### src/pkg/acac_defines.vh
// Purpose: Shared constants for the alarm annunciation controller
// Assumes: 10 MHz core clock, 32-bit APB register bus
// Notes: Definitions only
`ifndef ACAC_DEFINES_VH
`define ACAC_DEFINES_VH
`define ACAC_CLK_HZ 10000000
`define ACAC_SCROLL_TIMEOUT_S 15
`define ACAC_CADENCE_HALF_MS 500
`define ACAC_ZONE_MSG_CHARS 32
`define ACAC_DEV_MSG_CHARS 26
`define ACAC_ADDR_OUT_ENABLE 8'h00
`define ACAC_ADDR_SILENCEABLE 8'h04
`define ACAC_ADDR_STATUS 8'h08
`define ACAC_ADDR_COUNTS 8'h0C
`define ACAC_ADDR_OTHER_COUNT 8'h10
`define ACAC_OUT_ENABLE_RST 32'hFFFFFFFF
`define ACAC_SILENCEABLE_RST 32'hFFFFFFFF
`define ACAC_KEY_ACK 0
`define ACAC_KEY_SCROLL 1
`define ACAC_KEY_SILENCE 2
`define ACAC_KEY_RESOUND 3
`define ACAC_KEY_RESET 4
`define ACAC_KEY_VIEW 5
`define ACAC_NUM_KEYS 6
`define ACAC_CAT_ALARM 3'h1
`define ACAC_CAT_MNS 3'h2
`define ACAC_CAT_SUPV 3'h4
`define ACAC_CAT_NONE 3'h0
`endif

### src/logic/acac_event_store.v
// Purpose: Arrival-ordered store of events for one category
// Assumes: Push pulses come from logic on the core clock
// Notes: Pushes beyond DEPTH are counted nowhere and dropped
`timescale 1ns/10ps
`default_nettype none
module acac_event_store #(
	parameter DEPTH = 16,
	parameter AW = 4,
	parameter DW = 28
) (
	input wire core_clk_i,
	input wire rst_i,
	input wire clr_i,
	input wire push_i,
	input wire [DW-1:0] data_i,
	input wire [AW-1:0] rd_idx_i,
	output wire [DW-1:0] rd_data_o,
	output reg [AW:0] count_o
);
	reg [DW-1:0] mem [0:DEPTH-1];
	wire full;

	assign full = (count_o == DEPTH[AW:0]);
	assign rd_data_o = mem[rd_idx_i];

	always @(posedge core_clk_i) begin
		if (rst_i || clr_i) begin
			count_o <= {(AW+1){1'b0}};
		end else if (push_i && !full) begin
			mem[count_o[AW-1:0]] <= data_i;
			count_o <= count_o + 1'b1;
		end
	end
endmodule // acac_event_store
`default_nettype wire

### src/logic/acac_annunciator.v
// Purpose: Alarm-state annunciation, display selection and operator keys
// Assumes: Keys arrive from pins; event strobes come from core-clock logic
// Notes: Registers reached over APB, zero wait states
// Functional notes
// In alarm, display only alarm, mass notification and supervisory events.
// Other events stay counted and viewable through the menu view key.
// New alarm flashes alarm LED, sounds buzzer steadily, shows new zone.
// Display zone message of 32 chars, device message 26, device type.
// Keep three category counts, shown on highlighted bottom line.
// During alarm show first alarm plus the counts.
// Scroll works only with more than one viewable event.
// Acknowledge makes LED steady, silences buzzer, marks alarm acknowledged.
// One acknowledge press acknowledges every active event.
// Scroll order alarms, mass notification, supervisory; ordinal within category.
// Fifteen seconds without scroll key returns display to first alarm.
// Later event flashes its LED, raises count, re-sounds buzzer by category.
// Later events never move the display away from the first alarm.
// Alarm drives outputs per installer per-output programming.
// Silence turns off silenceable circuits; all silenceable by default.
// Resound restores exactly the circuits silence turned off.
// Reset clears alarm and latched conditions, back to standby.
// Pulsed buzzer cadence derived from clock, period is a parameter.
`timescale 1ns/10ps
`default_nettype none
`include "acac_defines.vh"
module acac_annunciator #(
	parameter DEPTH = 16,
	parameter AW = 4,
	parameter NUM_OUT = 8,
	parameter SCROLL_TIMEOUT_CYC = `ACAC_SCROLL_TIMEOUT_S * `ACAC_CLK_HZ,
	parameter CADENCE_HALF_CYC = (`ACAC_CADENCE_HALF_MS * (`ACAC_CLK_HZ / 1000))
) (
	input wire core_clk_i,
	input wire rst_i,
	input wire psel_i,
	input wire penable_i,
	input wire pwrite_i,
	input wire [7:0] paddr_i,
	input wire [31:0] pwdata_i,
	output reg [31:0] prdata_o,
	output wire pready_o,
	output wire pslverr_o,
	input wire alarm_evt_i,
	input wire [27:0] alarm_info_i,
	input wire mass_notification_evt_i,
	input wire [27:0] mass_notification_info_i,
	input wire supv_evt_i,
	input wire [27:0] supv_info_i,
	input wire other_evt_i,
	input wire [`ACAC_NUM_KEYS-1:0] keys_i,
	output reg alarm_led_o,
	output reg mass_notification_led_o,
	output reg supv_led_o,
	output reg buzzer_o,
	output reg [NUM_OUT-1:0] notification_appliance_circuit_o,
	output reg silenced_led_o,
	output reg [2:0] disp_cat_o,
	output reg [AW:0] disp_ordinal_o,
	output reg disp_new_o,
	output reg disp_scroll_o,
	output reg [15:0] disp_zone_o,
	output reg [15:0] disp_zone_msg_addr_o,
	output reg [15:0] disp_dev_msg_addr_o,
	output reg [3:0] disp_dev_type_o,
	output reg [AW:0] alarm_count_o,
	output reg [AW:0] mass_notification_count_o,
	output reg [AW:0] supv_count_o,
	output reg show_other_o,
	output reg [15:0] other_count_o
);
	reg [`ACAC_NUM_KEYS-1:0] key_meta;
	reg [`ACAC_NUM_KEYS-1:0] key_sync;
	reg [`ACAC_NUM_KEYS-1:0] key_prev;
	wire [`ACAC_NUM_KEYS-1:0] key_press;
	wire ack_key;
	wire scroll_key;
	wire silence_key;
	wire resound_key;
	wire reset_key;
	wire view_key;
	reg [31:0] out_enable;
	reg [31:0] silenceable;
	reg alarm_unack;
	reg mns_unack;
	reg supv_unack;
	reg buzz_cont;
	reg buzz_pulse;
	reg [NUM_OUT-1:0] silenced_mask;
	reg view_active;
	reg [AW+1:0] scroll_idx;
	reg [31:0] idle_cnt;
	reg [31:0] cad_cnt;
	reg phase;
	wire [AW:0] n_alarm;
	wire [AW:0] n_mns;
	wire [AW:0] n_supv;
	wire [AW+1:0] total;
	wire [27:0] rd_alarm;
	wire [27:0] rd_mns;
	wire [27:0] rd_supv;
	wire alarm_active;
	wire [NUM_OUT-1:0] out_active;
	reg [2:0] next_cat;
	reg [AW:0] next_pos;
	reg [27:0] next_info;
	reg [31:0] next_rdata;
	wire setup;
	wire wr;
	wire [31:0] zone_msg_prod;
	wire [31:0] dev_msg_prod;

	function [AW+1:0] ext;
		input [AW:0] v;
		begin
			ext = {1'b0, v};
		end
	endfunction

	// Pins cross into the core domain; only key_sync and key_prev are looked at
	always @(posedge core_clk_i) begin
		if (rst_i) begin
			key_meta <= {`ACAC_NUM_KEYS{1'b0}};
			key_sync <= {`ACAC_NUM_KEYS{1'b0}};
			key_prev <= {`ACAC_NUM_KEYS{1'b0}};
		end else begin
			key_meta <= keys_i;
			key_sync <= key_meta;
			key_prev <= key_sync;
		end
	end
	assign key_press = key_sync & ~key_prev;
	assign ack_key = key_press[`ACAC_KEY_ACK];
	assign scroll_key = key_press[`ACAC_KEY_SCROLL];
	assign silence_key = key_press[`ACAC_KEY_SILENCE];
	assign resound_key = key_press[`ACAC_KEY_RESOUND];
	assign reset_key = key_press[`ACAC_KEY_RESET];
	assign view_key = key_press[`ACAC_KEY_VIEW];

	acac_event_store #(.DEPTH(DEPTH), .AW(AW), .DW(28)) u_alarm (
		.core_clk_i(core_clk_i),
		.rst_i(rst_i),
		.clr_i(reset_key),
		.push_i(alarm_evt_i),
		.data_i(alarm_info_i),
		.rd_idx_i(next_pos[AW-1:0]),
		.rd_data_o(rd_alarm),
		.count_o(n_alarm)
	);
	acac_event_store #(.DEPTH(DEPTH), .AW(AW), .DW(28)) u_mns (
		.core_clk_i(core_clk_i),
		.rst_i(rst_i),
		.clr_i(reset_key),
		.push_i(mass_notification_evt_i),
		.data_i(mass_notification_info_i),
		.rd_idx_i(next_pos[AW-1:0]),
		.rd_data_o(rd_mns),
		.count_o(n_mns)
	);
	acac_event_store #(.DEPTH(DEPTH), .AW(AW), .DW(28)) u_supv (
		.core_clk_i(core_clk_i),
		.rst_i(rst_i),
		.clr_i(reset_key),
		.push_i(supv_evt_i),
		.data_i(supv_info_i),
		.rd_idx_i(next_pos[AW-1:0]),
		.rd_data_o(rd_supv),
		.count_o(n_supv)
	);

	assign alarm_active = (n_alarm != {(AW+1){1'b0}});
	assign total = ext(n_alarm) + ext(n_mns) + ext(n_supv);

	// Acknowledge and buzzer state; a new event wins over a same-cycle ack
	always @(posedge core_clk_i) begin
		if (rst_i || reset_key) begin
			alarm_unack <= 1'b0;
			mns_unack <= 1'b0;
			supv_unack <= 1'b0;
			buzz_cont <= 1'b0;
			buzz_pulse <= 1'b0;
		end else begin
			if (ack_key) begin
				alarm_unack <= 1'b0;
				mns_unack <= 1'b0;
				supv_unack <= 1'b0;
				buzz_cont <= 1'b0;
				buzz_pulse <= 1'b0;
			end
			if (alarm_evt_i) begin
				alarm_unack <= 1'b1;
				buzz_cont <= 1'b1;
			end
			if (mass_notification_evt_i) begin
				mns_unack <= 1'b1;
				buzz_pulse <= 1'b1;
			end
			if (supv_evt_i) begin
				supv_unack <= 1'b1;
				buzz_pulse <= 1'b1;
			end
		end
	end

	// Fixed cadence shared by LED flashing and the pulsed buzzer
	always @(posedge core_clk_i) begin
		if (rst_i) begin
			cad_cnt <= 32'h00000000;
			phase <= 1'b1;
		end else if (cad_cnt >= CADENCE_HALF_CYC - 1) begin
			cad_cnt <= 32'h00000000;
			phase <= ~phase;
		end else begin
			cad_cnt <= cad_cnt + 32'h00000001;
		end
	end

	// Scroll position; new events never move it
	always @(posedge core_clk_i) begin
		if (rst_i || reset_key) begin
			scroll_idx <= {(AW+2){1'b0}};
			idle_cnt <= 32'h00000000;
		end else if (scroll_key && total > ext({{AW{1'b0}}, 1'b1})) begin
			scroll_idx <= (scroll_idx + 1'b1 >= total) ? {(AW+2){1'b0}} : scroll_idx + 1'b1;
			idle_cnt <= 32'h00000000;
		end else if (scroll_idx != {(AW+2){1'b0}}) begin
			if (idle_cnt >= SCROLL_TIMEOUT_CYC - 1) begin
				scroll_idx <= {(AW+2){1'b0}};
				idle_cnt <= 32'h00000000;
			end else begin
				idle_cnt <= idle_cnt + 32'h00000001;
			end
		end else begin
			idle_cnt <= 32'h00000000;
		end
	end

	// Map the scroll position to category and ordinal
	always @* begin
		next_cat = `ACAC_CAT_NONE;
		next_pos = {(AW+1){1'b0}};
		next_info = 28'h0000000;
		if (scroll_idx < ext(n_alarm)) begin
			next_cat = `ACAC_CAT_ALARM;
			next_pos = scroll_idx[AW:0];
			next_info = rd_alarm;
		end else if (scroll_idx < ext(n_alarm) + ext(n_mns)) begin
			next_cat = `ACAC_CAT_MNS;
			next_pos = scroll_idx[AW:0] - n_alarm;
			next_info = rd_mns;
		end else if (scroll_idx < total) begin
			next_cat = `ACAC_CAT_SUPV;
			next_pos = scroll_idx[AW:0] - n_alarm - n_mns;
			next_info = rd_supv;
		end
	end

	// Outputs steered by installer programming; silence remembers what it cut
	assign out_active = alarm_active ? out_enable[NUM_OUT-1:0] : {NUM_OUT{1'b0}};
	always @(posedge core_clk_i) begin
		if (rst_i || reset_key) begin
			silenced_mask <= {NUM_OUT{1'b0}};
		end else if (alarm_evt_i || resound_key) begin
			silenced_mask <= {NUM_OUT{1'b0}};
		end else if (silence_key) begin
			silenced_mask <= out_active & silenceable[NUM_OUT-1:0];
		end
	end

	// Menu view reveals suppressed events; their count saturates at 16'hFFFF and the reset key clears it
	always @(posedge core_clk_i) begin
		if (rst_i || reset_key) begin
			view_active <= 1'b0;
			other_count_o <= 16'h0000;
		end else begin
			if (view_key) begin
				view_active <= ~view_active;
			end
			if (other_evt_i && other_count_o != 16'hFFFF) begin
				other_count_o <= other_count_o + 16'h0001;
			end
		end
	end

	// Message fields are fixed-size slots in the text memory
	assign zone_msg_prod = next_info[27:12] * `ACAC_ZONE_MSG_CHARS;
	assign dev_msg_prod = next_info[11:4] * `ACAC_DEV_MSG_CHARS;

	// Registered indicator, output and display drive
	always @(posedge core_clk_i) begin
		if (rst_i) begin
			alarm_led_o <= 1'b0;
			mass_notification_led_o <= 1'b0;
			supv_led_o <= 1'b0;
			buzzer_o <= 1'b0;
			notification_appliance_circuit_o <= {NUM_OUT{1'b0}};
			silenced_led_o <= 1'b0;
			disp_cat_o <= `ACAC_CAT_NONE;
			disp_ordinal_o <= {(AW+1){1'b0}};
			disp_new_o <= 1'b0;
			disp_scroll_o <= 1'b0;
			disp_zone_o <= 16'h0000;
			disp_zone_msg_addr_o <= 16'h0000;
			disp_dev_msg_addr_o <= 16'h0000;
			disp_dev_type_o <= 4'h0;
			alarm_count_o <= {(AW+1){1'b0}};
			mass_notification_count_o <= {(AW+1){1'b0}};
			supv_count_o <= {(AW+1){1'b0}};
			show_other_o <= 1'b0;
		end else begin
			alarm_led_o <= alarm_active & (~alarm_unack | phase);
			mass_notification_led_o <= (n_mns != {(AW+1){1'b0}}) & (~mns_unack | phase);
			supv_led_o <= (n_supv != {(AW+1){1'b0}}) & (~supv_unack | phase);
			buzzer_o <= buzz_cont | (buzz_pulse & phase);
			notification_appliance_circuit_o <= out_active & ~silenced_mask;
			silenced_led_o <= (silenced_mask != {NUM_OUT{1'b0}});
			disp_cat_o <= next_cat;
			disp_ordinal_o <= next_pos + 1'b1;
			disp_new_o <= (next_cat == `ACAC_CAT_ALARM) ? alarm_unack :
				(next_cat == `ACAC_CAT_MNS) ? mns_unack :
				(next_cat == `ACAC_CAT_SUPV) ? supv_unack : 1'b0;
			disp_scroll_o <= (total > ext({{AW{1'b0}}, 1'b1}));
			disp_zone_o <= next_info[27:12];
			disp_zone_msg_addr_o <= zone_msg_prod[15:0];
			disp_dev_msg_addr_o <= dev_msg_prod[15:0];
			disp_dev_type_o <= next_info[3:0];
			alarm_count_o <= n_alarm;
			mass_notification_count_o <= n_mns;
			supv_count_o <= n_supv;
			show_other_o <= ~alarm_active | view_active;
		end
	end

	// APB slave: read data captured in setup, answered with no wait state
	assign setup = psel_i & ~penable_i;
	assign wr = psel_i & penable_i & pwrite_i;
	assign pready_o = 1'b1;
	assign pslverr_o = psel_i & penable_i & (paddr_i > `ACAC_ADDR_OTHER_COUNT || paddr_i[1:0] != 2'h0
		|| (pwrite_i && paddr_i > `ACAC_ADDR_SILENCEABLE));

	always @* begin
		case (paddr_i)
			`ACAC_ADDR_OUT_ENABLE: next_rdata = out_enable;
			`ACAC_ADDR_SILENCEABLE: next_rdata = silenceable;
			`ACAC_ADDR_STATUS: next_rdata = {26'h0000000, view_active,
				(silenced_mask != {NUM_OUT{1'b0}}), supv_unack, mns_unack, alarm_unack, alarm_active};
			`ACAC_ADDR_COUNTS: next_rdata = {8'h00, {(8-AW-1){1'b0}}, n_supv,
				{(8-AW-1){1'b0}}, n_mns, {(8-AW-1){1'b0}}, n_alarm};
			`ACAC_ADDR_OTHER_COUNT: next_rdata = {16'h0000, other_count_o};
			default: next_rdata = 32'h00000000;
		endcase
	end

	always @(posedge core_clk_i) begin
		if (rst_i) begin
			prdata_o <= 32'h00000000;
			out_enable <= `ACAC_OUT_ENABLE_RST;
			silenceable <= `ACAC_SILENCEABLE_RST;
		end else begin
			if (setup) begin
				prdata_o <= next_rdata;
			end
			if (wr && paddr_i == `ACAC_ADDR_OUT_ENABLE) begin
				out_enable <= pwdata_i;
			end
			if (wr && paddr_i == `ACAC_ADDR_SILENCEABLE) begin
				silenceable <= pwdata_i;
			end
		end
	end
endmodule // acac_annunciator
`default_nettype wire

### config.mk
export PLATFORM = sky130hd
export DESIGN_NAME = acac_annunciator
export DESIGN_NICKNAME = d
export VERILOG_FILES = /design/src/logic/acac_event_store.v /design/src/logic/acac_annunciator.v
export VERILOG_INCLUDE_DIRS = /design/src /design/src/pkg
export SDC_FILE = /design/constraint.sdc
export NUM_CORES = 2
export LEC_CHECK = 0
export BUFFER_PORTS_ARGS = -buffer_cell sky130_fd_sc_hd__buf_2
export CAP_MARGIN = 5
export CORE_ASPECT_RATIO = 0.7
export CORE_MARGIN = 4
export CORE_UTILIZATION = 60
export CTS_BUF_LIST = sky130_fd_sc_hd__clkbuf_2 sky130_fd_sc_hd__clkbuf_4 sky130_fd_sc_hd__clkbuf_8
export CTS_CLUSTER_SIZE = 20
export DETAILED_ROUTE_END_ITERATION = 16
export PLACE_DENSITY = 0.79
export RECOVER_POWER = 100
export SLEW_MARGIN = 10
export SYNTH_ARGS = -nofsm -noshare
export SYNTH_HDL_FRONTEND = slang
export SYNTH_SLANG_ARGS = --single-unit
### constraint.sdc
create_clock -name core_clk_i -period 16.3 [get_ports core_clk_i]
set_input_delay 0 -clock core_clk_i [delete_from_list [all_inputs] [get_ports core_clk_i]]
set_output_delay 0 -clock core_clk_i [all_outputs]
set_load 0.005 [all_outputs]
Yosys cells after proc, flatten, opt, wreduce, memory -nomap -nowiden
Memories as Yosys holds them, arrays and structs flattened.
Cells that the tools add are included.

storage, ports and cells
  memories kept = 3
  flip-flop bits (word level) = 320
  bits of input ports = 139
  RAM bits = 1,344
  logic and storage cells = 166

memories
  memory       words  bits a word  rd ports  clocked after Yosys merged registers in  wr ports  RTL line               text
  u_alarm.mem  16     28           1         0                                        1         acac_event_store.v:20  reg [DW-1:0] mem [0:DEPTH-1];
  u_mns.mem    16     28           1         0                                        1         acac_event_store.v:20
  u_supv.mem   16     28           1         0                                        1         acac_event_store.v:20

operators by class
  order comparisons = 9
  reductions and logical operators = 32
  add/subtract/negate cells = 12
  muxes and demuxes = 32
  eq/ne operators = 11
  $mul = 1
  bitwise logic cells = 26

operators by type and width
  kind                                                                                   number
  32-bit case mux with 5 select lines                                                    1
  28-bit two-way mux                                                                     3
  32-bit by 1-bit adder with 32-bit output, second input constant                        2
  32-bit by 23-bit greater-or-equal comparator with 1-bit output, second input constant  1
  32-bit by 28-bit greater-or-equal comparator with 1-bit output, second input constant  1
  6-bit two-way mux                                                                      4
  5-bit by 1-bit adder with 5-bit output, second input constant                          4
  1-bit two-way mux                                                                      17
  16-bit by 1-bit adder with 16-bit output, second input constant                        1
  8-bit bitwise AND                                                                      2
  8-bit by 4-bit == test with 1-bit output, second input constant                        2
  16-bit inequality test, second input constant                                          1
  5-bit == test, second input constant                                                   3
  5-bit two-way mux                                                                      3
  5-bit nonzero test                                                                     3
  6-bit less-than comparator                                                             2
  8-bit by 4-bit multiplier with 12-bit output, second input constant                    1
  2-bit nonzero test                                                                     6
  5-bit subtractor                                                                       2
  3-bit two-way mux                                                                      3
  1-bit bitwise AND                                                                      8
  8-bit by 3-bit == test with 1-bit output, second input constant                        1
  8-bit by 5-bit == test with 1-bit output, second input constant                        1
  8-bit by 3-bit greater-than comparator with 1-bit output, second input constant        1
  26 further kinds                                                                       50

Logic depth before layout (Yosys ltp)
An unclocked memory read counts as a cell.

  depth after elaboration = 11
  depth in mapped cells = 37
  mapped depth without buffers = 34

Modules after synthesis
From an unflattened synthesis, not the netlist that was laid out.

unflattened totals
  cells, all modules = 3,659
  area total of the unflattened synthesis = 64,919.8 µm²

modules (own cells, without submodules)
  module            times used  seq. area each (µm²)  cells an instance  area an instance (µm²)
  acac_event_store  3           13,553.0              742                17,251.5
  acac_annunciator  1           5,705.5               1,433              13,165.1

Worst setup path before layout
Ideal clock, no wire load.

  path kind = register to register
  from = register u_mns.count_o[0]
  to = register disp_dev_msg_addr_o[12]
  cell stages (with the launch flop) = 36
  arrival time = 7.328 ns
  buffers on the path = 2
  slack = 8.845 ns
  library setup time = 0.128 ns
  cell sequence = dfxtp_1 -> ha_1 -> inv_1 -> fa_1 -> inv_1 -> ha_1 -> a21o_1 -> a21oi_1 -> xor2_1 -> ha_1 -> o21a_1 -> o31ai_1 -> a21oi_1 -> a2111oi_1 -> a211oi_4 -> inv_2 -> buf_4 -> buf_2 -> mux2i_1 -> nor3_1 -> or4_1 -> o2111ai_1 -> nand4_1 -> ha_1 -> inv_1 -> fa_1 -> inv_1 -> fa_1 -> a21o_1 -> a21o_1 -> a21o_1 -> a21oi_1 -> o21bai_1 -> a21oi_1 -> xor2_1 -> nor2_1

on the way
  word-level cells in the longest chain between the ends = 11
  elaborated cells between the ends (all ways) = 15
  classes of those cells = add/sub: 3; mul: 1; order compare: 2; mux: 6; memory: 3

ends and longest elaborated chain
  what                                                               RTL line                                        text
  start: declaration                                                 acac_event_store.v:18                           output reg [AW:0] count_o
  start signal: assignment                                           acac_event_store.v:28                           count_o <= {(AW+1){1'b0}};
  start signal: assignment                                           acac_event_store.v:31                           count_o <= count_o + 1'b1;
  5-bit by 5-bit adder with 6-bit output                             acac_annunciator.v:171, acac_annunciator.v:246
  6-bit by 5-bit adder with 6-bit output                             acac_annunciator.v:171                          assign total = ext(n_alarm) + ext(n_mns) + ext(n_supv);
  6-bit less-than comparator                                         acac_annunciator.v:250                          end else if (scroll_idx < total) begin
  5-bit two-way mux                                                  acac_annunciator.v:250
  5-bit two-way mux                                                  acac_annunciator.v:246                          end else if (scroll_idx < ext(n_alarm) + ext(n_mns)) begin
  5-bit two-way mux                                                  acac_annunciator.v:242                          if (scroll_idx < ext(n_alarm)) begin
  memory read 16 x 28 bit                                            n/a
  28-bit two-way mux                                                 acac_annunciator.v:250
  28-bit two-way mux                                                 acac_annunciator.v:246
  28-bit two-way mux (*)                                             acac_annunciator.v:242
  8-bit by 4-bit multiplier with 12-bit output (no source line) (*)  n/a
  end signal: assignment                                             acac_annunciator.v:324                          disp_dev_msg_addr_o <= dev_msg_prod[15:0];
  end: declaration                                                   acac_annunciator.v:63                           output reg [15:0] disp_dev_msg_addr_o,

Every way passes the cells marked *; elsewhere a longest branch is shown, timed or not.
A chain may end at the register's enable or synchronous reset.

Final worst setup path
Same ends and word-level chain as after synthesis.

==> impl_metrics.csv <==
group,metric,value,unit
worst_setup_path,required,16.99,ns
cells_and_area,seqCellArea,46400,um2
clock_network,clk_path_buf_depth,3,
worst_setup_path,critical_path.startpoint_type,"flip-flop",
yosys,synth_edf_count,1344,
timing,max_freq,79.1,MHz
yosys,synth_cells,5197,
cells_and_area,final_common_cell,"edfxtp_1",
floorplan,die_width,404,um
worst_setup_path,max_stage_delay,2.44,ns
timing,finalCritPeriodShare,77.6,%
timing,post-route-min-period,12.65,ns
drt,first_pass_iters,10,
yosys,netlist_area,65800,um2
yosys,yosys_warnings,0,
run_status,violations,"max-capacitance violations, max-slew violations",
cells_and_area,fillCellCount,7293,
floorplan,initial_utilization,60.6,%
timing,whs,0.0934,ns
global_route,grt_overflow,0,
clock_network,clk_pin_slew,0.07,ns
drt,vias_per_cell,6.17,
clock_network,htreeDepth,4,
drt,wl_per_cell,24.4,um
power_and_ir_drop,switching_share,30.8,%
drt,drt_iter0_drc,6595,
drt,routed_wl,179,mm
worst_setup_path,critPathArrivalTime,13.34,ns
cells_and_area,drive_above_1_share,10.3,%
yosys,ys_ff_latch,1644,
power_and_ir_drop,clock_power_share,31.1,%
global_route,grt_util_all_layers,30.6,%
drt,drtAntennaViolNets,0,
hold_path,holdPathEnd,"buzz_pulse$_SDFFE_PP0P_",
hold_path,min-delay-start,"mass_notification_evt_i",
worst_setup_path,crit_fanout,170,
worst_setup_path,cp_slowest_cell,"clkbuf_1",
power_and_ir_drop,p_comb_share,23.2,%
global_route,grt_max_degree,196,
floorplan,io_pins,280,
cells_and_area,multi_input_area,18100,um2
clock_network,cts_sinks,1644,
clock_network,cts_resized,0,
worst_setup_path,r2r_start,"u_mns.count_o[0]$_SDFFE_PP0P_",
power_and_ir_drop,max-vdd-ir-drop,0.151,mV
timing,finalHoldViolations,0,
worst_setup_path,crit_top_cell,"ha_1",
global_route,antenna_found_initial,14,
drt,vias,45442,
place,port_buffers,269,
power_and_ir_drop,p_sw,3.13,mW
floorplan,rows,101,
global_route,grt_pass1_vias,43750,
place,place_congestion,0.897,
hold_path,whs_path_depth,4,
yosys,ys_seq_area_share,70.5,%
worst_setup_path,rrSetupSlack,3.65,ns
clock_network,worst_skew_pair.late_latency,0.93,ns
worst_setup_path,reg2reg_depth,32,
timing,skew,0.0596,ns
yosys,synthArstFlopShare,0,%
run_status,status,"complete, but fails checks",
drt,drcViolationCount,0,
power_and_ir_drop,p_leak,26.6,nW
timing,maxSlewHeadroom,-161,%
timing,rsz0062_at_grt,"no",
clock_network,cts_buffers,227,
power_and_ir_drop,internal-power,7.04,mW
timing,maxSlewViolCount,1687,
floorplan,die-area,115000,um2
clock_network,post_cts_buffers,0,
timing,setup_tns,0,ns
place,dp_hpwl,99.8,mm
worst_setup_path,r2r-end,"disp_dev_msg_addr_o[12]$_SDFF_PP0_",
floorplan,core,109000,um2
floorplan,fp.dieH,285,um
cells_and_area,fin_nets,5947,
hold_path,hold_path.class,"input port to flip-flop",
timing,worst_pin_slew,3.92,ns
power_and_ir_drop,power.share.sequential,45.7,%
timing,setup_viol,0,
yosys,yosysUniqueCellTypes,73,
clock_network,root_buffer,"clkbuf_8",
clock_network,cts_tree,"built",
flow_run,drv_cap,55,
worst_setup_path,endpoint_kind,"flip-flop",
cells_and_area,final_cell_mix,"edfxtp_1, nand2_1, nand3_1",
clock_network,hold_buffers,261,
power_and_ir_drop,p_per_area,135,nW/um2
yosys,avgSynthCellArea,12.7,um2
worst_setup_path,critPathKind,"flip-flop to flip-flop",
yosys,synth_flop_cell,"edfxtp_1",
global_route,grt_pass1_wl,267,mm
cells_and_area,area_growth,14.4,%
cells in the mapped netlist, drive strengths merged, types with 72 or more instances:
master | instances | share of area [%]
ha | 72 | 1.4
clkbuf | 175 | 1.0
and3 | 87 | 0.83
a32oi | 80 | 1.1
nor2 | 261 | 1.5
nand4 | 144 | 1.4
buf | 158 | 1.2
dfxtp | 300 | 9.1
edfxtp | 1344 | 61
nand2 | 1225 | 7.0
nor2b | 103 | 0.98
mux2i | 148 | 2.3
a21oi | 89 | 0.68
nand3 | 351 | 2.7
cells by family (layout without fill, tap and decap cells):
group                    after synthesis  in the layout  synth area share [%]
AND/OR/NAND/NOR                     2297           2297                  15.5
flip-flops                          1644           1644                  70.5
AO/OA/AOI/OAI                        530            530                  6.05
buffers and inverters                390           1079                  2.57
multiplexers                         156            156                  2.39
XOR/XNOR                              96             96                  1.28
adder cells (fa/ha/maj)               82             82                  1.66
other                                  2             34                0.0114
through the flow:
step / util (%) / setup slack (ns) / total power, mW / cells / instance area [um2]
final: 69.3 / 3.65 / 10.2 / 7360 / 75200
after CTS: 69.7 / 6.11 / 10.1 / 7349 / 75700
after floorplan: - / 8.84 / 6.27 / 5218 / 65800
after detailed placement: 63.2 / 6.14 / 6.98 / 6679 / 68600
after global placement: 63.2 / 6.34 / 6.95 / 6679 / 68600
after global routing: 69.3 / 3.19 / 10.6 / 7353 / 75200
how the worst max path moves through the flow:
stage,startpoint,depth (start not counted),to
finish,u_mns.count_o[0]$_SDFFE_PP0P_,32,disp_dev_msg_addr_o[12]$_SDFF_PP0_
global route,u_mns.count_o[0]$_SDFFE_PP0P_,34,disp_dev_msg_addr_o[12]$_SDFF_PP0_
detailed placement,u_mns.count_o[0]$_SDFFE_PP0P_,34,disp_dev_msg_addr_o[12]$_SDFF_PP0_
global placement,u_mns.count_o[0]$_SDFFE_PP0P_,34,disp_dev_msg_addr_o[12]$_SDFF_PP0_
floorplan,u_mns.count_o[0]$_SDFFE_PP0P_,35,disp_dev_msg_addr_o[12]$_SDFF_PP0_
CTS,u_mns.count_o[0]$_SDFFE_PP0P_,34,disp_dev_msg_addr_o[12]$_SDFF_PP0_
per-layer routing:
metal / vias to the layer above / track usage [%] / part of all wire, %
met5: - / 0 / 0.025
met4: 8 / 12.0 / 3.7
met3: 458 / 7.29 / 12
met2: 2898 / 45.3 / 44
met1: 22043 / 44.2 / 40
li1: 20035 / - / -
state kept, by name (all words and copies together), names as in the netlist, 8 cells and up:
name,count
out_enable,32
disp_dev_msg_addr_o,12
notification_appliance_circuit_o,8
u_supv.mem,448
idle_cnt,32
silenceable,32
disp_zone_o,16
silenced_mask,8
cad_cnt,32
u_mns.mem,448
other_count_o,16
prdata_o,32
u_alarm.mem,448
power by group through the flow:
| stage | clock network (mW) | logic [mW] | registers [mW] |
|---|---|---|---|
| 6_report | 3.16 | 2.36 | 4.65 |
| 4_1_cts | 3.18 | 2.32 | 4.64 |
| 3_5_place_dp | 0 | 2.25 | 4.73 |
| 2_1_floorplan | 0 | 1.54 | 4.73 |
| 5_1_grt | 3.39 | 2.57 | 4.65 |
| 3_3_place_gp | 0 | 2.22 | 4.73 |
layout make-up:
class	instances	area share (%)
diodes	11	0.0366
clock buffers	325	5.26
clock inverters	84	0.673
inverters	57	0.301
multi-input cells	3184	24.0
flip-flops and latches	1644	61.6
well taps	1442	2.40
repair buffers	613	5.72
worst max-delay path: cells and delay by family (launching register included):
family	cells	cell delay, ns
adder cells (fa/ha/maj)	6	2.23
flip-flops	1	0.56
AO/OA/AOI/OAI	11	2.98
AND/OR/NAND/NOR	8	1.48
XOR/XNOR	3	0.77
buffers and inverters	4	4.16
No activity file was read; power rests on OpenSTA's default activity.
